$ cat config.mk
export PLATFORM = sky130hd
export DESIGN_NAME = vareloc_top
export DESIGN_NICKNAME = d
export VERILOG_FILES = /design/src/logic/vareloc_xlate.v /design/src/logic/vareloc_top.v
export VERILOG_INCLUDE_DIRS = /design/src /design/src/shared
export SDC_FILE = /design/constraint.sdc
export NUM_CORES = 1
export LEC_CHECK = 0
export BUFFER_PORTS_ARGS = -buffer_cell sky130_fd_sc_hd__buf_2
export CORE_ASPECT_RATIO = 0.7
export CORE_MARGIN = 4
export CORE_UTILIZATION = 35
export CTS_CLUSTER_SIZE = 10
export DETAILED_ROUTE_END_ITERATION = 6
export PLACE_DENSITY_LB_ADDON = 0.05
export SLEW_MARGIN = 40
export SYNTH_ARGS = -nofsm -noshare
export SYNTH_HDL_FRONTEND = slang
export SYNTH_SLANG_ARGS = --single-unit
$ cat constraint.sdc
create_clock -name SYS_CLK_I -period 8.5 [get_ports SYS_CLK_I]
set_input_delay 1.7 -clock SYS_CLK_I [delete_from_list [all_inputs] [get_ports SYS_CLK_I]]
set_output_delay 1.7 -clock SYS_CLK_I [all_outputs]
set_load 0.02 [all_outputs]
$ cat src/shared/vareloc_map.vh
`ifndef VARELOC_MAP_VH
`define VARELOC_MAP_VH
// Register offsets on the plain register port (word index)
`define VAR_OFF_CTRL     6'h00
`define VAR_OFF_WIDTH    6'h01
`define VAR_OFF_MEMTOP   6'h02
`define VAR_OFF_STATUS   6'h03
`define VAR_OFF_BASE0    6'h10
`define VAR_OFF_DESC0    6'h20
// Field positions
`define VAR_CTRL_RELOC_BIT  0
`define VAR_WIDTH_22_BIT    4
`define VAR_DESC_RO_BIT     0
`define VAR_DESC_VALID_BIT  1
`define VAR_DESC_LEN_LSB    8
`define VAR_DESC_LEN_MSB    14
// Reset value of memory top, and fixed address boundaries
`define VAR_MEMTOP_RST   16'h7fff
`define VAR_IOPAGE_BASE  22'h3fe000
`define VAR_XBUS_BASE    22'h3e0000
`define VAR_VIO_LOW      16'he000
`endif

$ cat src/logic/vareloc_xlate.v
`timescale 1ns/1ps
`default_nettype none
`include "vareloc_map.vh"
// Pure combinational translation of one access
module vareloc_xlate
(
   input wire [15:0] vaddr_i,
   input wire reloc_i,
   input wire wide_i,
   input wire [15:0] base_i,
   input wire [15:0] desc_i,
   input wire is_write_i,
   output reg [21:0] paddr_o,
   output reg fault_o
);
   reg [15:0] sum;
   reg [21:0] pa;
   reg [6:0] len_blk;
   // Base plus block number, offset passes through
   always @*
   begin
      sum = 16'h0000;
      pa = 22'h000000;
      len_blk = desc_i[`VAR_DESC_LEN_MSB:`VAR_DESC_LEN_LSB];
      fault_o = 1'b0;
      if (!reloc_i)
      begin
         if (vaddr_i >= `VAR_VIO_LOW)
            pa = `VAR_IOPAGE_BASE | {9'h000, vaddr_i[12:0]};
         else
            pa = {6'h00, vaddr_i};
      end
      else
      begin
         if (wide_i)
            sum = base_i + {9'h000, vaddr_i[12:6]};
         else
            sum = {4'h0, base_i[11:0]} + {9'h000, vaddr_i[12:6]};
         pa = {sum, vaddr_i[5:0]};
         if (!wide_i)
            pa[21:18] = (&pa[17:13]) ? 4'hf : 4'h0;
         if (!desc_i[`VAR_DESC_VALID_BIT])
            fault_o = 1'b1;
         if (vaddr_i[12:6] > len_blk)
            fault_o = 1'b1;
         if (is_write_i && desc_i[`VAR_DESC_RO_BIT])
            fault_o = 1'b1;
      end
      paddr_o = pa;
   end
endmodule // vareloc_xlate
`default_nettype wire

$ cat src/logic/vareloc_top.v
// Strobed register access and the address map were chosen for this implementation.
`timescale 1ns/1ps
`default_nettype none
`include "vareloc_map.vh"
// Behaviour
// Translate each 16-bit virtual address to 22-bit physical while relocation active.
// Top 128KW of physical space goes to the expansion bus, offset from zero; code decodes only the top 64KW (from 3e0000) and forwards pa[17:0].
// Top 4KW of that region is the peripheral register page.
// Below memory top is memory; above it up to bus region is nonexistent.
// Virtual space splits into eight 4KW pages, each mapped separately.
// Read-only page refuses writes, permits reads.
// Accesses to pages unmapped in the current mode are refused.
// Page length in 32-word blocks up to 4096; beyond it refused.
// Page base is any 32-word block in physical space.
// Separate kernel and user page register sets.
// Relocation off: pass through, top 8KB virtual goes to peripheral page.
// Reset returns the unit to unrelocated 16-bit mode.
// 22-bit mode reaches all space; 18-bit only low 124KW and peripheral page.
// Compatibility switch off sends every address to the expansion bus too.
// Compatibility forwarding truncates the address to 18 bits.
// Integrator keeps switch on; avoid compatibility with 22-bit relocation.
// Virtual bits 15 to 13 select the page register pair.
// 22-bit needs width bit 4 and control bit 0; width clear gives 18-bit.
// 18-bit: physical bits 17:13 all ones forces 21:18 ones, else zeros.
// 22-bit: full base added to virtual 12:6; bits 5:0 unchanged.
// A violation blocks the bus cycle and signals abort.
// Mode presented with each access selects the register set same cycle.
module vareloc_top
(
   input wire SYS_CLK_I,
   input wire SYS_RST_I,
   input wire [5:0] REG_ADDR_I,
   input wire [15:0] REG_WDATA_I,
   input wire REG_WR_I,
   input wire REG_RD_I,
   output reg [15:0] REG_RDATA_O,
   input wire ACC_REQ_I,
   input wire [15:0] VIRTUAL_ADDR_I,
   input wire ACC_WRITE_I,
   input wire ACC_USER_I,
   input wire COMPAT_ROUTE_SWITCH_I,
   output reg [21:0] PHYSICAL_ADDR_O,
   output reg MEM_SEL_O,
   output reg XBUS_SEL_O,
   output reg [17:0] XBUS_ADDR_O,
   output reg IOPAGE_O,
   output reg NXM_O,
   output reg ABORT_O,
   output reg ACC_DONE_O
);
   localparam PAGES = 8;
   reg [15:0] base_q [0:2*PAGES-1];
   reg [15:0] desc_q [0:2*PAGES-1];
   reg reloc_q;
   reg wide_q;
   reg [15:0] memtop_q;
   reg [1:0] last_q;
   reg sw_s1_q;
   reg sw_s2_q;
   wire [3:0] page_idx;
   wire [21:0] pa;
   wire fault;
   wire in_xbus;
   wire in_io;
   wire in_mem;
   integer i;

   // Switch is a board pin, so resynchronise it
   always @(posedge SYS_CLK_I)
   begin
      if (SYS_RST_I)
      begin
         sw_s1_q <= 1'b1;
         sw_s2_q <= 1'b1;
      end
      else
      begin
         sw_s1_q <= COMPAT_ROUTE_SWITCH_I;
         sw_s2_q <= sw_s1_q;
      end
   end

   // Mode picks set, top virtual bits pick page
   assign page_idx = {ACC_USER_I, VIRTUAL_ADDR_I[15:13]};

   vareloc_xlate u_xlate
   (
      .vaddr_i(VIRTUAL_ADDR_I),
      .reloc_i(reloc_q),
      .wide_i(wide_q),
      .base_i(base_q[page_idx]),
      .desc_i(desc_q[page_idx]),
      .is_write_i(ACC_WRITE_I),
      .paddr_o(pa),
      .fault_o(fault)
   );

   // Physical space partition; memtop is in 64-byte blocks
   assign in_xbus = (pa >= `VAR_XBUS_BASE);
   assign in_io = (pa >= `VAR_IOPAGE_BASE);
   assign in_mem = (memtop_q >= pa[21:6]) && !in_xbus;

   // Register writes; base word holds a 32-word block number
   always @(posedge SYS_CLK_I)
   begin
      if (SYS_RST_I)
      begin
         reloc_q <= 1'b0;
         wide_q <= 1'b0;
         memtop_q <= `VAR_MEMTOP_RST;
         for (i = 0; i < 2*PAGES; i = i + 1)
         begin
            base_q[i] <= 16'h0000;
            desc_q[i] <= 16'h0000;
         end
      end
      else if (REG_WR_I)
      begin
         if (REG_ADDR_I == `VAR_OFF_CTRL)
            reloc_q <= REG_WDATA_I[`VAR_CTRL_RELOC_BIT];
         else if (REG_ADDR_I == `VAR_OFF_WIDTH)
            wide_q <= REG_WDATA_I[`VAR_WIDTH_22_BIT];
         else if (REG_ADDR_I == `VAR_OFF_MEMTOP)
            memtop_q <= REG_WDATA_I;
         else if (REG_ADDR_I[5:4] == 2'b01)
            base_q[REG_ADDR_I[3:0]] <= REG_WDATA_I;
         else if (REG_ADDR_I[5:4] == 2'b10)
            desc_q[REG_ADDR_I[3:0]] <= REG_WDATA_I;
      end
   end

   // Read data one cycle after strobe; unmapped reads zero
   always @(posedge SYS_CLK_I)
   begin
      if (SYS_RST_I)
         REG_RDATA_O <= 16'h0000;
      else if (REG_RD_I)
      begin
         if (REG_ADDR_I == `VAR_OFF_CTRL)
            REG_RDATA_O <= {15'h0000, reloc_q};
         else if (REG_ADDR_I == `VAR_OFF_WIDTH)
            REG_RDATA_O <= {11'h000, wide_q, 4'h0};
         else if (REG_ADDR_I == `VAR_OFF_MEMTOP)
            REG_RDATA_O <= memtop_q;
         else if (REG_ADDR_I == `VAR_OFF_STATUS)
            REG_RDATA_O <= {14'h0000, last_q};
         else if (REG_ADDR_I[5:4] == 2'b01)
            REG_RDATA_O <= base_q[REG_ADDR_I[3:0]];
         else if (REG_ADDR_I[5:4] == 2'b10)
            REG_RDATA_O <= desc_q[REG_ADDR_I[3:0]];
         else
            REG_RDATA_O <= 16'h0000;
      end
      else
         REG_RDATA_O <= 16'h0000;
   end

   // Registered access result; a fault blocks every select
   always @(posedge SYS_CLK_I)
   begin
      if (SYS_RST_I)
      begin
         PHYSICAL_ADDR_O <= 22'h000000;
         MEM_SEL_O <= 1'b0;
         XBUS_SEL_O <= 1'b0;
         XBUS_ADDR_O <= 18'h00000;
         IOPAGE_O <= 1'b0;
         NXM_O <= 1'b0;
         ABORT_O <= 1'b0;
         ACC_DONE_O <= 1'b0;
         last_q <= 2'b00;
      end
      else
      begin
         ACC_DONE_O <= ACC_REQ_I;
         PHYSICAL_ADDR_O <= pa;
         XBUS_ADDR_O <= pa[17:0];
         if (ACC_REQ_I && fault)
         begin
            ABORT_O <= 1'b1;
            MEM_SEL_O <= 1'b0;
            XBUS_SEL_O <= 1'b0;
            IOPAGE_O <= 1'b0;
            NXM_O <= 1'b0;
            last_q <= 2'b01;
         end
         else if (ACC_REQ_I)
         begin
            ABORT_O <= 1'b0;
            // Peripheral page also reaches memory bus for its status words
            MEM_SEL_O <= in_mem || in_io || !sw_s2_q;
            XBUS_SEL_O <= in_xbus || !sw_s2_q;
            IOPAGE_O <= in_io;
            NXM_O <= !in_mem && !in_xbus && sw_s2_q;
            last_q <= {!in_mem && !in_xbus, 1'b0};
         end
         else
         begin
            ABORT_O <= 1'b0;
            MEM_SEL_O <= 1'b0;
            XBUS_SEL_O <= 1'b0;
            IOPAGE_O <= 1'b0;
            NXM_O <= 1'b0;
         end
      end
   end
endmodule // vareloc_top
`default_nettype wire

==> results.env, run 1 <==
STATUS='completed'
DETAIL-ROUTE-ANTENNA-NETS=0
CELLLEAKAGEPOWER_uW=0.0117
VIOLATION_COUNT_AFTER_THE_FIRST_DETAILED_ROUTING_ITERATION=2257
VIAS=18158
SYNTH.LIB_CELLS_USED.DISTINCT=70
SYNTH_EDF_COUNT=512
DRIVE_GT1_SHARE_PCT=27.4
CP_MAX_FO=35
YOSYSTOPAREACELL='sky130_fd_sc_hd__edfxtp_1'
DP.FINAL_HPWL_UM=67500
GRT_UTIL_ALL_LAYERS_PCT=23.5
POWER.IR.VDD_WORST_mV=0.143
DRV_CAP=0
CLOCK_LATENCY_NS=0.63
FINALSETUPVIOLCOUNT=0
CTS_BUFFER_DEPTH=3
DRC=0
POSTSYNTH.TOPFLOPCELL='sky130_fd_sc_hd__edfxtp_1'
POST_SYNTH_INST_COUNT=1995
POST_DRT_WL_PER_CELL_UM=32.5
NUMBER_OF_FLIP_FLOPS_AND_LATCHES_IN_THE_SYNTHESIZED_NETLIST=578
PLACE_AREA_UM2=31500
OVERFLOW=0
PATH_CLK_SLEW_NS=0.06
SEQ_AREA_FRAC_SYNTH_PCT=55.9
HOLD_PATH_DEPTH=1
R2R_WORST_PATH_DEPTH=18
VIA_TO_CELL_RATIO=5.61
POST_ROUTE_SETUP_TNS_NS=0
ROW_COUNT=89
REPORT.FINAL.SLEW_VIOL_COUNT=0
GLOBAL_ROUTE_WIRE_LENGTH_BEFORE_REPAIR_UM=147000
RSZ0062_AT_GRT='false'
SYNTH_TOP_AREA_SHARE_PCT=51.5
YS_ASYNC_SR_FRACTION_PCT=0
TIMING.HOLD.WS_NS=0.423
DIE_AREA_UM2=90100
PWR_DENSITY_CELL_nW_PER_UM2=206
TIMING.FINAL.CRIT_SHARE_PCT=83.6
PORT_BUFFERS=107
MAXIMUM_NUMBER_OF_PINS_ON_ONE_NET_BEFORE_GLOBAL_ROUTE_REPAIR=124
NUMBER_OF_ANTENNA_VIOLATIONS_AT_THE_FIRST_CHECK_IN_GLOBAL_ROUTING=16
CTS_HTREE_LEVELS=3
TIMING.CRITICAL_PATH.REQUIRED_NS=9.00
SYNTHESIS.YOSYS.WARNINGS=0
YS_TOP_CELLS_BY_AREA='sky130_fd_sc_hd__edfxtp_1 51%, sky130_fd_sc_hd__mux4_2 20%, sky130_fd_sc_hd__and2_1 11%'
AREA_GROWTH_SYN_TO_LAYOUT_PCT=12.6
PLACE_WORST_SETUP_SLACK_NS=0.865
POSTLAYOUTSETUPSLACKWORST_NS=1.39
PERIOD_NEEDED_NS=7.11
STDCELL_AREA_UM2=33600
DRT-PASS1-ITER-COUNT=5
HOLD_VIOL=0
WIRELENGTH_UM=105000
ARRIVAL_NS=7.61
FIN_WORST_SKEW_NS=0.0193
GPL.FINAL_WEIGHTED_CONGESTION=0.867
FILL_CELLS=7870
POST_CTS.RESIZED_INSTANCES=0
SYNTHESIS.NETS=2072
TIMING.MAX_SLEW.REL_SLACK_PCT=37.2
CTS-HOLD-FIX-BUFFERS=0
POWER.TOTAL_uW=6930
YS_TOP_CELLS_BY_COUNT='516 x sky130_fd_sc_hd__and2_1, 512 x sky130_fd_sc_hd__edfxtp_1, 266 x sky130_fd_sc_hd__mux4_2, 127 x sky130_fd_sc_hd__clkbuf_1, 68 x sky130_fd_sc_hd__nand2_1'
TIMING.CRITICAL_PATH.FROM_TYPE='input port'
NUMCTSBUFFERS=70
TIGHTEST_SLEW_NS=0.927
FP.COREAREA_UM2=84400
NUMBER_OF_GLOBAL_ROUTE_VIAS_BEFORE_REPAIR=18164
CTS_ROOT_BUF='sky130_fd_sc_hd__clkbuf_16'
PATH_CLASS='in2reg'
MIN_PATH_TYPE='reg2reg'
CELL_WITH_THE_MOST_INSTANCES_AFTER_SYNTHESIS='sky130_fd_sc_hd__and2_1'
NETLIST_AREA_UM2=29900
WORSTSETUPENDPOINTTYPE='register'
SYN-MEAN-INSTANCE-AREA_UM2=15.0
CLOCK_TREE_FROM_TRITONCTS='done'
FINAL_NETS=2115
IOPINCOUNT=108
FLOORPLAN_DIE_HEIGHT_UM=252
CLOCK_SINK_COUNT=578
INITIAL_CORE_UTILIZATION_PCT=35.4
POSTCTSSETUPREPAIRBUFS=0
CHIPWIDTH_UM=357
PEAK_FREQ_GHz=0.141
## power breakdown
part | switching (uW) | internal [uW] | total [uW] | leakage, uW
logic | 477 | 335 | 812 | 0.00532
clock network | 1200 | 1630 | 2820 | 0.00100
registers | 69.7 | 3230 | 3300 | 0.00540
## worst max-delay path, stage by stage
cell and delay [ns]:
sky130_fd_sc_hd__buf_6 0.38, sky130_fd_sc_hd__mux4_2 0.58, sky130_fd_sc_hd__mux4_2 0.56, sky130_fd_sc_hd__ha_1 0.40, sky130_fd_sc_hd__a211oi_1 0.12, sky130_fd_sc_hd__o21ai_0 0.55
sky130_fd_sc_hd__or4b_1 0.55, sky130_fd_sc_hd__xnor2_1 0.15, sky130_fd_sc_hd__mux2_2 0.30, sky130_fd_sc_hd__or4_4 0.55, sky130_fd_sc_hd__nand2_2 0.13, sky130_fd_sc_hd__o21ai_0 0.10
sky130_fd_sc_hd__ha_1 0.34, sky130_fd_sc_hd__nand2_1 0.06, sky130_fd_sc_hd__a211oi_1 0.21, sky130_fd_sc_hd__a221o_1 0.22, sky130_fd_sc_hd__a21oi_1 0.08, sky130_fd_sc_hd__o21a_1 0.22
sky130_fd_sc_hd__o311ai_1 0.33
## per-stage QoR
| stage | cells | util [%] |
|---|---|---|
| 3_5_place_dp | 3102 | 37.3 |
| 2_1_floorplan | 1995 | - |
| 6_report | 3235 | 39.8 |
| 5_1_grt | 3231 | 39.8 |
| 4_1_cts | 3230 | 39.7 |
| 3_3_place_gp | 3100 | 37.2 |
## logic make-up (layout without fill, tap and decap cells)
| logic type | Yosys count | in the layout | synth area share (%) |
|---|---|---|---|
| buf+inv | 205 | 304 | 3.08 |
| compound gates | 106 | 106 | 2.45 |
| simple gates | 755 | 755 | 15.0 |
| mux | 308 | 308 | 21.9 |
| fa+ha+maj | 31 | 31 | 1.32 |
| flops | 578 | 578 | 55.9 |
| other cells | 0 | 4 | 0 |
| xor+xnor | 12 | 12 | 0.352 |
## path summary, 6_finish.rpt
| kind | slack (ns) | from | end |
|---|---|---|---|
| max | 1.39 | VIRTUAL_ADDR_I[13] | MEM_SEL_O$_SDFF_PP0_ |
| min | 0.42 | sw_s1_q$_SDFF_PP1_ | sw_s2_q$_SDFF_PP1_ |
| min reg2reg | 0.42 | sw_s1_q$_SDFF_PP1_ | sw_s2_q$_SDFF_PP1_ |
| max reg2reg | 2.57 | base_q[14][2]$_SDFFCE_PN0P_ | MEM_SEL_O$_SDFF_PP0_ |
## registers in the layout, indices dropped and copies added, names as in the netlist
signal and flops:
ABORT_O 1, base_q 256, PHYSICAL_ADDR_O 22, sw_s1_q 1, wide_q 1, memtop_q 16
desc_q 256, reloc_q 1, XBUS_SEL_O 1, MEM_SEL_O 1, last_q 2, sw_s2_q 1
REG_RDATA_O 16, ACC_DONE_O 1, NXM_O 1, IOPAGE_O 1
## cells in the final DEF, fill, tap and decap left out, drive strengths merged, types with 4 or more instances in the layout
cell type and instances:
and2 516, edfxtp 512, mux4 272, buf 158, clkbuf 121, nand2 69
dfxtp 66, nor2 60, or2 38, ha 30, o21ai 27, mux2i 25
inv 19, nand3b 16, nor2b 16, a21oi 16, a22oi 15, mux2 11
xnor2 10, nand2b 8, nand3 8, a21o 7, nor3 6, clkinv 6
o21a 5, o21bai 5, o211ai 5, diode 4, a211oi 4
## routing by layer
metal  wire [um]  GRT usage (%)
met1       50700           36.9
met2       42500           31.9
met3       10200           7.51
met4        1610           4.13
met5          11              0
## area by class of cell
cell class | count | area (um^2) | share of cell area (%)
clock buffer | 121 | 2040 | 6.06
inverter | 18 | 67.6 | 0.201
sequential | 578 | 16700 | 49.7
antenna | 4 | 10.0 | 0.0298
multi-input combinational | 1212 | 12300 | 36.6
clock inverter | 7 | 52.6 | 0.156
timing repair buffer | 158 | 1040 | 3.10
tap | 1137 | 1420 | 4.23
No activity file was read; power rests on OpenSTA's default activity.
==> run 2, diff against run 1 <==
- clock period: 8.5 -> 6.53 ns (I/O delays scaled with it)
==> results.env, run 2 (synthesis gave the netlist of run 1 again) <==
CTS_HTREE_LEVELS=3
WORSTSETUPENDPOINTTYPE='register'
DETAIL-ROUTE-ANTENNA-NETS=0
REPORT.FINAL.SLEW_VIOL_COUNT=0
LAYOUT_COMMONEST_CELL='sky130_fd_sc_hd__and2_1'
HOLD_PATH_DEPTH=1
FINAL_NETS=2146
NUMBER_OF_ANTENNA_VIOLATIONS_AT_THE_FIRST_CHECK_IN_GLOBAL_ROUTING=16
MIN_PATH_TYPE='reg2reg'
IOPINCOUNT=108
POST_ROUTE_SETUP_TNS_NS=0
COMBPWRFRAC_PCT=12.1
PWR_DENSITY_CELL_nW_PER_UM2=268
HOLD_VIOL=0
POST_DRT_WL_PER_CELL_UM=32.5
CLOCK_TREE_FROM_TRITONCTS='done'
NETSWITCHINGFRACTION_PCT=25.1
DRC=0
FIN_WORST_SKEW_NS=0.0444
TIMING.FINAL.CRIT_SHARE_PCT=91.5
R2R_WORST_PATH_DEPTH=20
VIAS=18261
ROUTE.LAYER.MET1.WL_UM=51600
PATH_CLASS='in2reg'
NUMBER_OF_GLOBAL_ROUTE_VIAS_BEFORE_REPAIR=18109
POWER.SHARE.SEQUENTIAL_PCT=47.2
AREA_GROWTH_SYN_TO_LAYOUT_PCT=13.5
FINALCOREUTILIZATION_PCT=40.2
VIOLATION_COUNT_AFTER_THE_FIRST_DETAILED_ROUTING_ITERATION=2240
POSTCTSSETUPREPAIRBUFS=0
DP.FINAL_HPWL_UM=68100
CTS-HOLD-FIX-BUFFERS=0
CLOCK_SINK_COUNT=578
DRV_CAP=0
POWER.TOTAL_uW=9080
SHARE_CLK_OF_TOTAL_POWER_PCT=40.7
DIE_AREA_UM2=90100
PORT_BUFFERS=107
STATUS='completed'
OVERFLOW=0
ARRIVAL_NS=6.48
GPL.FINAL_WEIGHTED_CONGESTION=0.858
GLOBAL_ROUTE_WIRE_LENGTH_BEFORE_REPAIR_UM=147000
CELLLEAKAGEPOWER_uW=0.0119
FP.COREAREA_UM2=84400
DETAILROUTE.WIRELENGTH.MET3_UM=11400
CLOCK_LATENCY_NS=0.63
TIGHTEST_SLEW_NS=0.900
HIGHEST_LAYER='met5'
MET2ROUTEDLENGTH_UM=41600
FLOORPLAN_DIE_HEIGHT_UM=252
TIMING.MAX_SLEW.REL_SLACK_PCT=40.0
INITIAL_CORE_UTILIZATION_PCT=35.4
PERIOD_NEEDED_NS=5.98
TIMING.CRITICAL_PATH.REQUIRED_NS=7.03
BIGGESTREGSBYFLOPS='base_q: 256 flops, desc_q: 256 flops, PHYSICAL_ADDR_O: 22 flops'
GRT_UTIL_ALL_LAYERS_PCT=23.5
VIA_TO_CELL_RATIO=5.59
WIRELENGTH_UM=106000
FINALSETUPVIOLCOUNT=0
STDCELL_AREA_UM2=33900
P_SW_uW=2280
POWER.IR.VDD_WORST_mV=0.167
RSZ0062_AT_GRT='false'
MAXIMUM_NUMBER_OF_PINS_ON_ONE_NET_BEFORE_GLOBAL_ROUTE_REPAIR=58
DRT-PASS1-ITER-COUNT=5
POWER_REPORT.INTERNAL_TOTAL_uW=6810
PEAK_FREQ_GHz=0.167
PATH_CLK_SLEW_NS=0.05
CHIPWIDTH_UM=357
CP_MAX_FO=17
ROW_COUNT=89
PLACE_AREA_UM2=31700
POST_CTS.RESIZED_INSTANCES=0
MOST-COMMON-LAYOUT-CELLS='516 x sky130_fd_sc_hd__and2_1, 512 x sky130_fd_sc_hd__edfxtp_1, 266 x sky130_fd_sc_hd__mux4_2'
DRIVE_GT1_SHARE_PCT=28.6
CTS_BUFFER_DEPTH=3
NUMCTSBUFFERS=70
TIMING.CRITICAL_PATH.FROM_TYPE='input port'
CTS_ROOT_BUF='sky130_fd_sc_hd__clkbuf_16'
[run 2: cell types whose count changed in the layout (fill, tap and decap cells not counted), moves of 3 or more]
cell / before / now
sky130_fd_sc_hd__buf_4: 45 / 76
sky130_fd_sc_hd__buf_6: 5 / 2
sky130_fd_sc_hd__ha_1: 30 / 27
sky130_fd_sc_hd__ha_4: 0 / 3
[run 2: routing by layer]
metal | global-route usage [%] | up-vias
met2 | 31.0 | 888
met4 | 4.14 | 4
met1 | 37.5 | 9561
met5 | 0 | -
li1 | - | 7694
met3 | 8.01 | 114
[run 2: through the flow]
stage / worst slack [ns] / std cells / hold WS [ns]
6_report: 0.552 / 3269 / 0.461
5_1_grt: 0.382 / 3263 / 0.480
4_1_cts: 0.631 / 3261 / 0.453
3_5_place_dp: -0.0131 / 3132 / 0.420
3_3_place_gp: 0.0219 / 3130 / 0.414
2_1_floorplan: 0.0287 / 1995 / 0.389
[run 2: power by group through the flow]
stage	clock network (uW)	logic [uW]	registers [uW]
after floorplan	0	692	4340
after global placement	0	1090	4360
after detailed placement	0	1090	4370
after CTS	3790	1100	4290
after global routing	3950	1160	4310
final	3700	1090	4290
[run 2: layout make-up]
cell class              count  area, um^2
fillers                  7796       50500
flip-flops and latches    578       16700
multi-input cells        1212       12300
clock buffers             119        2020
well taps                1137        1420
repair buffers            189        1260
clock inverters            10        98.8
inverters                  18        67.6
diodes                      6        15.0
[run 2: worst paths after layout]
check | slack (ns) | endpoint | start
min | 0.46 | sw_s2_q$_SDFF_PP1_ | sw_s1_q$_SDFF_PP1_
max reg2reg | 1.22 | MEM_SEL_O$_SDFF_PP0_ | base_q[11][0]$_SDFFCE_PN0P_
min reg2reg | 0.46 | sw_s2_q$_SDFF_PP1_ | sw_s1_q$_SDFF_PP1_
max | 0.55 | MEM_SEL_O$_SDFF_PP0_ | VIRTUAL_ADDR_I[13]
[run 2: worst max-delay path, cell delays in order]
cell                       delay (ns)
sky130_fd_sc_hd__buf_6           0.15
sky130_fd_sc_hd__buf_12          0.20
sky130_fd_sc_hd__mux4_2          0.52
sky130_fd_sc_hd__mux4_2          0.53
sky130_fd_sc_hd__ha_1            0.25
sky130_fd_sc_hd__fa_2            0.40
sky130_fd_sc_hd__a211oi_2        0.29
sky130_fd_sc_hd__o21ai_1         0.14
sky130_fd_sc_hd__buf_4           0.16
sky130_fd_sc_hd__nand3_2         0.07
sky130_fd_sc_hd__xnor2_1         0.06
sky130_fd_sc_hd__mux2_2          0.30
sky130_fd_sc_hd__or4_4           0.55
sky130_fd_sc_hd__nand2_4         0.09
sky130_fd_sc_hd__o21ai_0         0.11
sky130_fd_sc_hd__ha_1            0.34
sky130_fd_sc_hd__nand2_1         0.06
sky130_fd_sc_hd__a211oi_1        0.22
sky130_fd_sc_hd__a221o_1         0.20
sky130_fd_sc_hd__a21oi_1         0.07
sky130_fd_sc_hd__o21a_1          0.19
sky130_fd_sc_hd__o311ai_1        0.24
